`config.mk`:
```
export PLATFORM = sky130hd
export DESIGN_NAME = umsft_top
export DESIGN_NICKNAME = d
export VERILOG_FILES = /design/src/common/umsft_pkg.sv /design/src/umsft_pin_sync.sv /design/src/umsft_top.sv
export SDC_FILE = /design/constraint.sdc
export NUM_CORES = 1
export LEC_CHECK = 0
export BUFFER_PORTS_ARGS = -buffer_cell sky130_fd_sc_hd__clkbuf_2
export CAP_MARGIN = 10
export CORE_MARGIN = 2
export CORE_UTILIZATION = 32
export DETAILED_ROUTE_END_ITERATION = 10
export SLEW_MARGIN = 20
export SYNTH_ARGS = -nofsm -noshare
export SYNTH_HDL_FRONTEND = slang
export SYNTH_SLANG_ARGS = --single-unit
```
`constraint.sdc`:
```
create_clock -name clk -period 2.3 [get_ports clk]
set_input_delay 0.345 -clock clk [delete_from_list [all_inputs] [get_ports clk]]
set_output_delay 0.345 -clock clk [all_outputs]
set_load 0.005 [all_outputs]
```
`src/common/umsft_pkg.sv`:
```
package umsft_pkg;
	localparam int ADDR_W = 4;
	localparam int CNT_W = 7;
	localparam int NIB_W = 4;
	localparam logic [ADDR_W-1:0] OFS_STATUS_OR_LEVELS = 4'h6;
	localparam logic [ADDR_W-1:0] OFS_SCRATCH_OR_TRIG = 4'h7;
	localparam logic [7:0] LCR_XOFF_KEY = 8'hBF;
	localparam logic [7:0] UNLOCK_KEY = 8'h5A;
	localparam int LCR_DLAB = 7;
	localparam int EFR_ENH = 4;
	localparam int SFR_BANK = 2;
	localparam int MCR_DTR = 0;
	localparam int MCR_RTS = 1;
	localparam int MCR_OP1 = 2;
	localparam int MCR_OP2 = 3;
	localparam int MCR_LOOP = 4;
	// Line index inside the modem vector; status bit is index plus STATUS_LSB
	localparam int LN_CTS = 0;
	localparam int LN_DSR = 1;
	localparam int LN_RI = 2;
	localparam int LN_CD = 3;
	localparam int STATUS_LSB = 4;
	localparam int LVL_HI_LSB = 4;
	localparam int LVL_LO_LSB = 0;
	localparam int FCR_RX_SEL_LSB = 6;
	localparam int FCR_TX_SEL_LSB = 4;
	localparam int TRIG_ENTRY_W = 7;
	localparam logic [7:0] LEVELS_RST = 8'h00;
	localparam logic [7:0] TRIG_RST = 8'h00;
	localparam logic [7:0] XOFF_RST = 8'h00;
	localparam logic [7:0] SCRATCH_RST = 8'hFF;
	localparam logic [3:0] DELTA_RST = 4'h0;
	localparam logic [3:0] LINES_IDLE_N = 4'hF;
endpackage

```
`src/umsft_pin_sync.sv`:
```
`timescale 1ns/1ps
module umsft_pin_sync #(
	parameter int WIDTH = 4,
	parameter logic [WIDTH-1:0] RESET_VAL = '1
) (
	input wire logic clk,
	input wire logic nrst,
	input wire logic [WIDTH-1:0] pin_in,
	output logic [WIDTH-1:0] pin_sync
);
	logic [WIDTH-1:0] stage1;

	// Two flops per pin; the first is seen only by the second
	genvar gi;
	generate
		for (gi = 0; gi < WIDTH; gi++) begin : g_bit
			always_ff @(posedge clk or negedge nrst) begin
				if (!nrst) begin
					stage1[gi] <= RESET_VAL[gi];
					pin_sync[gi] <= RESET_VAL[gi];
				end else begin
					stage1[gi] <= pin_in[gi];
					pin_sync[gi] <= stage1[gi];
				end
			end
		end
	endgenerate
endmodule

```
`src/umsft_top.sv`:
```
`timescale 1ns/1ps
// Summary of operation
// - Ring status is inverted pin, loopback mirrors OP1
// - DSR status is inverted pin, loopback mirrors DTR
// - CTS status is inverted pin, loopback mirrors RTS
// - Carrier change flag sets on any edge
// - Ring change flag sets on rising pin only
// - DSR change flag sets on any edge
// - CTS change flag sets on any edge
// - Any change flag plus enable raises interrupt
// - Level register needs enhanced, OP1, bank zero
// - Fill at or below resume level: resume
// - Fill at or above halt level: halt
// - First Xoff byte reached under key 0xBF
// - Xoff and scratch cleared by power-on only
// - Scratch byte is plain storage, powers up ones
// - Scratch reached with DLAB and OP1 clear
// - Receive ready when count reaches receive trigger
// - Transmit ready when space reaches transmit trigger
// - Second Xoff byte reached under key, no unlock
// - OP1 selects which pair each offset shows
// - Carrier status is inverted pin, loopback mirrors OP2
module umsft_top #(
	parameter logic [27:0] RX_TRIG_TABLE = {7'h3C, 7'h38, 7'h10, 7'h08},
	parameter logic [27:0] TX_TRIG_TABLE = {7'h38, 7'h20, 7'h10, 7'h08}
) (
	input wire logic clk,
	input wire logic nrst,
	input wire logic sw_reset,
	input wire logic [umsft_pkg::ADDR_W-1:0] reg_addr,
	input wire logic reg_wr,
	input wire logic reg_rd,
	input wire logic [7:0] reg_wdata,
	output logic [7:0] reg_rdata,
	input wire logic [7:0] line_control,
	input wire logic [7:0] modem_control,
	input wire logic [7:0] enhanced_function_control,
	input wire logic [7:0] special_function_control,
	input wire logic [7:0] special_function_unlock_code,
	input wire logic [7:0] fifo_control,
	input wire logic msr_int_enable,
	input wire logic auto_rts_en,
	input wire logic auto_swflow_en,
	input wire logic [umsft_pkg::CNT_W-1:0] rx_fifo_count,
	input wire logic [umsft_pkg::CNT_W-1:0] tx_fifo_space,
	input wire logic cts_n,
	input wire logic dsr_n,
	input wire logic ring_indicator_n,
	input wire logic carrier_detect_n,
	output logic modem_irq,
	output logic rx_ready_irq,
	output logic tx_ready_irq,
	output logic flow_halt,
	output logic xon_req,
	output logic xoff_req,
	output logic [7:0] xoff_char_first,
	output logic [7:0] xoff_char_second
);
	localparam int CW = umsft_pkg::CNT_W;
	localparam int NW = umsft_pkg::NIB_W;
	localparam int EW = umsft_pkg::TRIG_ENTRY_W;

	logic [7:0] flow_halt_resume_levels;
	logic [7:0] fifo_trigger_levels;
	logic [7:0] scratch_byte;
	logic [3:0] pin_n_s;
	logic [3:0] loop_n;
	logic [3:0] line_n;
	logic [3:0] line_prev;
	logic [3:0] line_evt;
	logic [3:0] delta;
	logic [3:0] next_delta;
	logic [7:0] modem_line_status;
	logic loop_en;
	logic sel_levels;
	logic lcr_key;
	logic bank_zero;
	logic hit_msr, hit_tcr, hit_xoff_char_first, hit_spr, hit_tlr, hit_xoff_char_second;
	logic [CW-1:0] halt_lvl, resume_lvl, rx_lvl, tx_lvl;
	logic [7:0] next_rdata;

	function automatic logic [CW-1:0] times4(input logic [NW-1:0] nib);
		times4 = CW'({nib, 2'b00});
	endfunction

	umsft_pin_sync #(.WIDTH(4), .RESET_VAL(umsft_pkg::LINES_IDLE_N)) u_pin_sync (
		.clk(clk),
		.nrst(nrst),
		.pin_in({carrier_detect_n, ring_indicator_n, dsr_n, cts_n}),
		.pin_sync(pin_n_s)
	);

	// Modem lines, active low, with loopback taking them from modem control
	assign loop_en = modem_control[umsft_pkg::MCR_LOOP];
	assign loop_n = ~{modem_control[umsft_pkg::MCR_OP2], modem_control[umsft_pkg::MCR_OP1],
		modem_control[umsft_pkg::MCR_DTR], modem_control[umsft_pkg::MCR_RTS]};
	assign line_n = loop_en ? loop_n : pin_n_s;
	assign modem_line_status = {~line_n, delta};

	assign line_evt[umsft_pkg::LN_CTS] = line_n[umsft_pkg::LN_CTS] ^ line_prev[umsft_pkg::LN_CTS];
	assign line_evt[umsft_pkg::LN_DSR] = line_n[umsft_pkg::LN_DSR] ^ line_prev[umsft_pkg::LN_DSR];
	assign line_evt[umsft_pkg::LN_RI] = line_n[umsft_pkg::LN_RI] & ~line_prev[umsft_pkg::LN_RI];
	assign line_evt[umsft_pkg::LN_CD] = line_n[umsft_pkg::LN_CD] ^ line_prev[umsft_pkg::LN_CD];

	// Register selection
	assign sel_levels = modem_control[umsft_pkg::MCR_OP1];
	assign lcr_key = line_control == umsft_pkg::LCR_XOFF_KEY;
	assign bank_zero = !special_function_control[umsft_pkg::SFR_BANK];
	assign hit_xoff_char_first = reg_addr == umsft_pkg::OFS_STATUS_OR_LEVELS && lcr_key && bank_zero;
	assign hit_msr = reg_addr == umsft_pkg::OFS_STATUS_OR_LEVELS && !lcr_key &&
		!line_control[umsft_pkg::LCR_DLAB] && !sel_levels && bank_zero;
	assign hit_tcr = reg_addr == umsft_pkg::OFS_STATUS_OR_LEVELS && !lcr_key &&
		enhanced_function_control[umsft_pkg::EFR_ENH] && sel_levels && bank_zero;
	assign hit_xoff_char_second = reg_addr == umsft_pkg::OFS_SCRATCH_OR_TRIG && lcr_key &&
		special_function_unlock_code != umsft_pkg::UNLOCK_KEY;
	assign hit_spr = reg_addr == umsft_pkg::OFS_SCRATCH_OR_TRIG && !hit_xoff_char_second &&
		!line_control[umsft_pkg::LCR_DLAB] && !sel_levels;
	assign hit_tlr = reg_addr == umsft_pkg::OFS_SCRATCH_OR_TRIG && !hit_xoff_char_second &&
		enhanced_function_control[umsft_pkg::EFR_ENH] && sel_levels;

	// Change flags: a new event wins over the clear by a status read
	assign next_delta = ((reg_rd && hit_msr) ? umsft_pkg::DELTA_RST : delta) | line_evt;

	always_ff @(posedge clk or negedge nrst) begin
		if (!nrst) begin
			line_prev <= umsft_pkg::LINES_IDLE_N;
			delta <= umsft_pkg::DELTA_RST;
		end else begin
			line_prev <= line_n;
			delta <= sw_reset ? umsft_pkg::DELTA_RST : next_delta;
		end
	end

	always_ff @(posedge clk or negedge nrst) begin
		if (!nrst) begin
			modem_irq <= 1'b0;
		end else begin
			modem_irq <= msr_int_enable && (|delta);
		end
	end

	always_ff @(posedge clk or negedge nrst) begin
		if (!nrst) begin
			flow_halt_resume_levels <= umsft_pkg::LEVELS_RST;
			fifo_trigger_levels <= umsft_pkg::TRIG_RST;
		end else if (sw_reset) begin
			flow_halt_resume_levels <= umsft_pkg::LEVELS_RST;
			fifo_trigger_levels <= umsft_pkg::TRIG_RST;
		end else begin
			if (reg_wr && hit_tcr) begin
				flow_halt_resume_levels <= reg_wdata;
			end
			if (reg_wr && hit_tlr) begin
				fifo_trigger_levels <= reg_wdata;
			end
		end
	end

	// Power-on-only storage; the software reset leaves it alone
	always_ff @(posedge clk or negedge nrst) begin
		if (!nrst) begin
			xoff_char_first <= umsft_pkg::XOFF_RST;
			xoff_char_second <= umsft_pkg::XOFF_RST;
			scratch_byte <= umsft_pkg::SCRATCH_RST;
		end else begin
			if (reg_wr && hit_xoff_char_first) begin
				xoff_char_first <= reg_wdata;
			end
			if (reg_wr && hit_xoff_char_second) begin
				xoff_char_second <= reg_wdata;
			end
			if (reg_wr && hit_spr) begin
				scratch_byte <= reg_wdata;
			end
		end
	end

	always_comb begin
		next_rdata = 8'h00;
		if (hit_xoff_char_first) begin
			next_rdata = xoff_char_first;
		end else if (hit_msr) begin
			next_rdata = modem_line_status;
		end else if (hit_tcr) begin
			next_rdata = flow_halt_resume_levels;
		end else if (hit_xoff_char_second) begin
			next_rdata = xoff_char_second;
		end else if (hit_spr) begin
			next_rdata = scratch_byte;
		end else if (hit_tlr) begin
			next_rdata = fifo_trigger_levels;
		end
	end

	always_ff @(posedge clk or negedge nrst) begin
		if (!nrst) begin
			reg_rdata <= 8'h00;
		end else if (reg_rd) begin
			reg_rdata <= next_rdata;
		end
	end

	// Flow thresholds in characters
	assign halt_lvl = times4(flow_halt_resume_levels[umsft_pkg::LVL_LO_LSB +: NW]);
	assign resume_lvl = times4(flow_halt_resume_levels[umsft_pkg::LVL_HI_LSB +: NW]);

	always_ff @(posedge clk or negedge nrst) begin
		if (!nrst) begin
			flow_halt <= 1'b0;
			xon_req <= 1'b0;
			xoff_req <= 1'b0;
		end else begin
			xon_req <= 1'b0;
			xoff_req <= 1'b0;
			if (sw_reset) begin
				flow_halt <= 1'b0;
			end else if (!flow_halt && (auto_rts_en || auto_swflow_en) &&
				rx_fifo_count >= halt_lvl) begin
				flow_halt <= 1'b1;
				xoff_req <= auto_swflow_en;
			end else if (flow_halt && rx_fifo_count <= resume_lvl) begin
				flow_halt <= 1'b0;
				xon_req <= auto_swflow_en;
			end
		end
	end

	// Trigger levels, falling back to the fifo control choice on a zero nibble
	always_comb begin
		rx_lvl = times4(fifo_trigger_levels[umsft_pkg::LVL_HI_LSB +: NW]);
		if (fifo_trigger_levels[umsft_pkg::LVL_HI_LSB +: NW] == 4'h0) begin
			rx_lvl = CW'(RX_TRIG_TABLE[fifo_control[umsft_pkg::FCR_RX_SEL_LSB +: 2] * EW +: EW]);
		end
		tx_lvl = times4(fifo_trigger_levels[umsft_pkg::LVL_LO_LSB +: NW]);
		if (fifo_trigger_levels[umsft_pkg::LVL_LO_LSB +: NW] == 4'h0) begin
			tx_lvl = CW'(TX_TRIG_TABLE[fifo_control[umsft_pkg::FCR_TX_SEL_LSB +: 2] * EW +: EW]);
		end
	end

	always_ff @(posedge clk or negedge nrst) begin
		if (!nrst) begin
			rx_ready_irq <= 1'b0;
			tx_ready_irq <= 1'b0;
		end else begin
			rx_ready_irq <= rx_fifo_count >= rx_lvl;
			tx_ready_irq <= tx_fifo_space >= tx_lvl;
		end
	end
endmodule

```
==> metrics.md, run 1 <==
| Metric | Value |
|---|---|
| Number of global-route vias before repair | `3,021` |
| DIE AREA | `12,200 um^2` |
| Fmax | `563 MHz` |
| Power Density | `693 nW/um^2` |
| Largest family of logic cells by synthesized area | `compound AO/OA/AOI/OAI gates` |
| Syn Nets | `426` |
| Via count | `2,884` |
| Most common cell in the netlist | `dfrtp_1` |
| Post-synthesis mux area share | `0.127` |
| Status | `finished clean` |
| Setup ws final | `523 ps` |
| Area of the multi-input gates | `1750 um^2` |
| First-pass GRT wire length | `15.2 mm` |
| ANT nets after route | `0` |
| Skew-Pair Late Insertion Delay | `330 ps` |
| Storage cell area | `1780 um^2` |
| Worst-Margin Slew | `551 ps` |
| Area delta synth->final | `27.2%` |
| Drt via density | `5.08` |
| Unique masters post-synth | `49` |
| Mapped Avg Cell Area | `11.2 um^2` |
| CTS H-tree lvls | `3` |
| Final Hold Vio Count | `0` |
| I/O pin total | `116` |
| FF+latch count, synth | `70` |
| Post-Place Setup Slack | `188 ps` |
| Slew headroom | `0.631` |
| Crit path kind | `reg2reg` |
| Period utilization | `0.773` |
| Synth top area share | `0.345` |
| Critical Path RT | `2550 ps` |
| Synth Area in Adders | `0.0551` |
| Post-synth ARST share | `1.00` |
| IO buf count | `92` |
| CP endpoint kind | `register` |
| Compound-Gate Fraction of Synth Area | `0.151` |
| Synth cell count leaders | `50 x dfrtp_1, 46 x nor2_1, 24 x mux2_2` |
| Final Max Tran Viols | `0` |
| Share of cells above drive strength 1 | `0.407` |
| Drt total wl | `9.21 mm` |
| Pin count of the biggest net entering global routing | `71` |
| Simple-gate portion of the synthesized area | `0.139` |
| CTS root buf | `clkbuf_16` |
| Slowest Stage Delay on Critical Path | `430 ps` |
| Total global routing track utilization | `0.156` |
| Finish-stage setup viols | `0` |
| # fillers | `1,071` |
| Unrepaired setup endpoints after global routing | `false` |
| Post-Synth XOR/XNOR Area | `0.00965` |
| Width of the die | `111 um` |
| Synth area leaders | `dfrtp_1 34%, dfstp_2 14%, mux2_2 7.4%, ha_1 5.5%, mux2i_1 5.2%` |
| Reg2Reg Launch Point | `flow_halt_resume_levels[0]` |
| Initial Util | `0.332` |
| Largest fanout on the critical path | `3` |
| CTS tree | `built` |
| Clk buf depth | `2` |
| Hold buffer count at cts | `0` |
| Rows | `38` |
| Post-synth EDFFs | `0` |
| Post-Syn Area | `3630 um^2` |
| N_diodes | `0` |
| Setup TNS | `0 ps` |
| Core region area | `10,900 um^2` |
| Clk_skew | `6.87 ps` |
| Drt drc | `0` |
| CP Launch Type | `register` |
| Yosys warnings | `0` |
| Critical path origin | `flow_halt_resume_levels[0]` |
| DIE HEIGHT | `111 um` |
| Clock-pin slew of the registers on the worst-case setup and hold paths | `60 ps` |
| Initial DRT Pass Iterations | `5` |
| Mapped Cells | `324` |
| Avg WL per Cell | `16.2 um` |
| WP data arrival | `2020 ps` |
| Worst hold path type | `in2async` |
| CTS buffer count | `9` |
| Largest area contributor in the netlist | `dfrtp_1` |
| Placer Congestion | `0.790` |
| Setup Buffers After CTS | `0` |
| Resized cells post-CTS | `0` |
| Final core occ | `0.422` |
| Overflow left after global routing | `0` |
| Iter 0 DRT Violations | `134` |
| Peak VDD IR | `0.318 mV` |
| Pleak | `2.18 nW` |
| Main flop type after synthesis | `dfrtp_1` |
| Register area share after synthesis | `0.489` |
| Final min period | `1780 ps` |
| Maximum capacitance violations | `0` |
| CTS sink count | `70` |
| Antenna violations before repair | `0` |
| Worst path slowest cell | `or3b_2` |
| CP cell instances | `ha_1 -> or3b_2 -> a21boi_0 -> o21a_1 -> o41ai_1 -> a21oi_1` |
| Post-DP HPWL | `7.11 mm` |
| Layout Nets | `525` |
| Worst hold slack | `31.5 ps` |
flip-flops by register name, indices dropped and copies added (netlist names):
signal,flops
xoff_char_first,8
fifo_trigger_levels,8
xoff_char_second,8
tx_ready_irq,1
xon_req,1
rx_ready_irq,1
modem_irq,1
flow_halt,1
line_prev,4
scratch_byte,8
u_pin_sync.stage1,4
xoff_req,1
u_pin_sync.pin_sync,4
delta,4
flow_halt_resume_levels,8
reg_rdata,8
routing by layer:
layer,wire [um],share of wire,vias up,track usage
li1,-,-,1386,-
met1,4080,0.44,1416,0.200
met2,4520,0.49,72,0.256
met3,463,0.050,10,0.0384
met4,143,0.016,0,0.0575
met5,0,0,-,0
through the flow:
step	total power [W]	instance area [um^2]	cells
floorplan	0.00151	3630	324
global placement	0.00166	4280	552
detailed placement	0.00168	4280	552
CTS	0.00324	4620	568
global route	0.00334	4620	568
finish	0.00320	4620	568
logic make-up (layout without fill, tap and decap cells):
logic type / Yosys count / after routing
XOR/XNOR: 4 / 4
flip-flops: 70 / 70
buffers and inverters: 24 / 128
AND/OR/NAND/NOR: 94 / 94
AO/OA/AOI/OAI: 73 / 73
multiplexers: 43 / 43
adder cells (fa/ha/maj): 16 / 16
worst max-delay path, delay by kind of cell (launching register included):
family                   cells  cell delay [ps]
AO/OA/AOI/OAI                4              570
AND/OR/NAND/NOR              1              430
flip-flops                   1              420
adder cells (fa/ha/maj)      1              280
layout by cell type (no fill, tap or decap), types with 11 or more instances in the layout:
cell type,count
nand2_1,11
mux2i_1,19
mux2_2,24
clkbuf_2,91
nor2_1,46
inv_1,12
dfrtp_1,50
dfstp_2,20
o21ai_0,11
ha_1,16
area by class of cell:
type	count	share of cell area
Tap cell	140	0.0379
Timing Repair Buffer	100	0.115
Clock buffer	10	0.0542
Sequential cell	70	0.385
Clock inverter	6	0.0198
Inverter	12	0.00975
Multi-Input combinational cell	230	0.378
final timing paths:
path	end	slack, ps	cells after the start
hold / removal	fifo_trigger_levels[7]	30	2
setup reg to reg	flow_halt	520	6
max in group asynchronous	line_prev[2]	1940	2
hold reg to reg	u_pin_sync.pin_sync[1]	360	0
setup / recovery	flow_halt	520	6
min in group clk	u_pin_sync.stage1[3]	90	1
power by group:
part / internal [W] / switching [W]
Sequential: 0.00131 / 0.0000311
Combinational: 0.000144 / 0.000166
Clock: 0.00102 / 0.000530
Total: 0.00247 / 0.000727
(Power assumes the default switching activity.)
==> run 2, diff against run 1 <==
--- a/config.mk
+++ b/config.mk
@@ -5,6 +5,7 @@
 export SDC_FILE = /design/constraint.sdc
 export NUM_CORES = 1
 export LEC_CHECK = 0
+export ABC_AREA = 1
 export BUFFER_PORTS_ARGS = -buffer_cell sky130_fd_sc_hd__clkbuf_2
 export CAP_MARGIN = 10
 export CORE_MARGIN = 2
==> constraint.sdc (replaced) <==
create_clock -name clk -period 1.4 [get_ports clk]
set_input_delay 0.21 -clock clk [delete_from_list [all_inputs] [get_ports clk]]
set_output_delay 0.21 -clock clk [all_outputs]
set_load 0.005 [all_outputs]
==> run 2 against run 1 <==
The run now ends with negative setup slack left. Worst setup slack worse by 940 ps. Die area is 2.2% higher. Final cell count is 30% higher. Maximum frequency is 2.1% lower. Largest power group unchanged. Utilization is 1.9 points higher. Non-clock buffer count is 34 higher. First-iteration DRC count is 18% higher. Sequential power is 66% higher. Largest cell class unchanged. Critical path depth is 3 higher.
==> metrics.md, run 2 <==
| Metric | Value |
|---|---|
| Status | `finished with violations` |
| Failing checks | `negative setup slack` |
| Drt total wl | `9.95 mm` |
| Most common cell after layout, fill and taps aside | `nand2_1` |
| Setup ws final | `-415 ps` |
| Final core occ | `0.441` |
| Main flop type after synthesis | `dfrtp_1` |
| FF+latch count, synth | `70` |
| Final Hold Vio Count | `0` |
| Post-DP HPWL | `7.81 mm` |
| Overflow left after global routing | `0` |
| Antenna violations before repair | `0` |
| Slowest Stage Delay on Critical Path | `410 ps` |
| Peak VDD IR | `0.569 mV` |
| Post-synth ARST share | `1.00` |
| Comb power frac | `0.124` |
| Finish-stage setup viols | `2` |
| Number of global-route vias before repair | `3,422` |
| Layout Nets | `692` |
| CP cell instances | `nor4_4 -> o21ai_1 -> nand2_1 -> inv_1 -> ha_1 -> o21a_1 -> o21a_1 -> o21ai_1 -> nand2_1` |
| Synth cell count leaders | `119 x nand2_1, 59 x inv_1, 54 x nor2_1` |
| Width of the die | `112 um` |
| CTS root buf | `clkbuf_16` |
| Worst-Margin Slew | `448 ps` |
| CP Launch Type | `register` |
| CTS tree | `built` |
| DIE HEIGHT | `112 um` |
| Syn Nets | `558` |
| Worst path slowest cell | `dfrtp_1` |
| Via count | `3,408` |
| Most frequent cells in the layout | `118 x nand2_1, 91 x clkbuf_2, 53 x inv_1` |
| Synth area leaders | `dfrtp_1 34%, dfstp_2 14%, nand2_1 12%, inv_1 6.0%, nor2_1 5.5%` |
| Pin count of the biggest net entering global routing | `50` |
| Clock-pin slew of the registers on the worst-case setup and hold paths | `60 ps` |
| Post-Syn Area | `3710 um^2` |
| Worst hold slack | `69.0 ps` |
| Fmax | `551 MHz` |
| Crit path kind | `reg2reg` |
| Power Density | `1020 nW/um^2` |
| Share of cells above drive strength 1 | `0.336` |
| Clk buf depth | `2` |
| CP endpoint kind | `register` |
| CTS H-tree lvls | `3` |
| DIE AREA | `12,500 um^2` |
| Yosys warnings | `0` |
| WP buf/inv | `1` |
| Unique masters post-synth | `34` |
| Placer Congestion | `0.823` |
| Clk_skew | `7.63 ps` |
| IO buf count | `92` |
| Pleak | `2.62 nW` |
| ANT nets after route | `0` |
| Largest area contributor in the netlist | `dfrtp_1` |
| Core region area | `11,400 um^2` |
| Cell Int Power | `0.00387 W` |
| Critical Path RT | `1620 ps` |
| Total global routing track utilization | `0.165` |
| Drt drc | `0` |
| Register area share after synthesis | `0.478` |
| Initial Util | `0.327` |
| Synth top area share | `0.337` |
| First-pass GRT wire length | `16.3 mm` |
| Final min period | `1820 ps` |
| Maximum capacitance violations | `0` |
| CTS sink count | `70` |
| Mapped Avg Cell Area | `8.15 um^2` |
| Drt via density | `4.62` |
| Clock Power Share | `0.441` |
| Slew headroom | `0.698` |
| Worst hold path type | `in2reg` |
| Initial DRT Pass Iterations | `5` |
| Switch Pwr | `0.00123 W` |
| Final Max Tran Viols | `0` |
| I/O pin total | `116` |
| Iter 0 DRT Violations | `158` |
| Crit-path leading delay family | `compound AO/OA/AOI/OAI gates` |
| Area delta synth->final | `34.9%` |
| Mapped Cells | `456` |
| Rows | `39` |
| Flop pwr share | `0.436` |
| Post-synth EDFFs | `0` |
| Skew-Pair Late Insertion Delay | `330 ps` |
| Largest fanout on the critical path | `4` |
| Post-Place Setup Slack | `-409 ps` |
| CTS buffer count | `9` |
| WP data arrival | `2030 ps` |
| Unrepaired setup endpoints after global routing | `true` |
| Most common cell in the netlist | `nand2_1` |
| Avg WL per Cell | `13.5 um` |
| Sw Ratio | `0.241` |
| Period utilization | `1.30` |
| N_diodes | `0` |
## run 2: changes by cell type in the layout (fill, tap and decap cells not counted), sizes merged, moves of 18 or more
cell   previous run  this run
mux2             24         0
nand2            12       127
nand4             2        20
buf               9        38
mux2i            19         0
inv              13        60
o21ai            11        51
## run 2: through the flow
stage | std cells | total power [W] | cell area (um^2) | setup TNS [ps]
3_3_place_gp | 714 | 0.00281 | 4580 | -3990
4_1_cts | 736 | 0.00510 | 4930 | -547
2_1_floorplan | 456 | 0.00253 | 3740 | -323
5_1_grt | 738 | 0.00535 | 5010 | -986
3_5_place_dp | 714 | 0.00283 | 4580 | -5270
6_report | 738 | 0.00510 | 5010 | -498
## run 2: worst paths after layout
path                                   startpoint                endpoint  slack [ps]  cells after the start
max in group asynchronous                    nrst         scratch_byte[4]         660                      3
setup / recovery           fifo_trigger_levels[6]            rx_ready_irq        -420                      9
hold / removal                   tx_fifo_space[6]            tx_ready_irq          70                      3
min in group asynchronous                    nrst     xoff_char_second[2]         440                      3
hold reg to reg              u_pin_sync.stage1[2]  u_pin_sync.pin_sync[2]         350                      0
setup reg to reg           fifo_trigger_levels[6]            rx_ready_irq        -420                      9
## run 2: power groups by stage
stage | Sequential [W] | Combinational, W | Clock (W)
finish | 0.00222 | 0.000631 | 0.00225
global route | 0.00223 | 0.000716 | 0.00240
CTS | 0.00222 | 0.000591 | 0.00229
detailed placement | 0.00225 | 0.000578 | 0
global placement | 0.00225 | 0.000561 | 0
floorplan | 0.00224 | 0.000291 | 0
## run 2: tightest hold or removal path, cell delays in order
cell	delay, ps
clkbuf_2	80
nor2_1	30
nand2_1	50
## run 2: repair_timing
item                       in CTS  in global routing
cloned                          0                  0
setup endpoints to repair       2                 13
buffers inserted                1                  2
resized for setup               1                 16
hold buffers                    5                  0
pin swaps                       4                  8
hold endpoints to repair       54                  0
## run 2: final cells by class
class / count / area (um^2)
clock buffer: 12 / 246
clock inverter: 4 / 47.5
fill: 1153 / 6360
inverter: 60 / 225
multi-input combinational: 315 / 1740
sequential: 70 / 1780
tap: 143 / 179
timing repair buffer: 134 / 801
## run 2: layer usage
layer  GRT usage  wire, um
met5           0         0
met1       0.222      4600
met3      0.0381       694
met2       0.260      4500
met4      0.0601       155
## run 2: cell families after synthesis
group	Yosys count	share of synthesized area
simple gates	225	0.278
flops	70	0.478
xor+xnor	3	0.00707
fa+ha+maj	16	0.0539
buf+inv	71	0.0791
compound gates	71	0.104
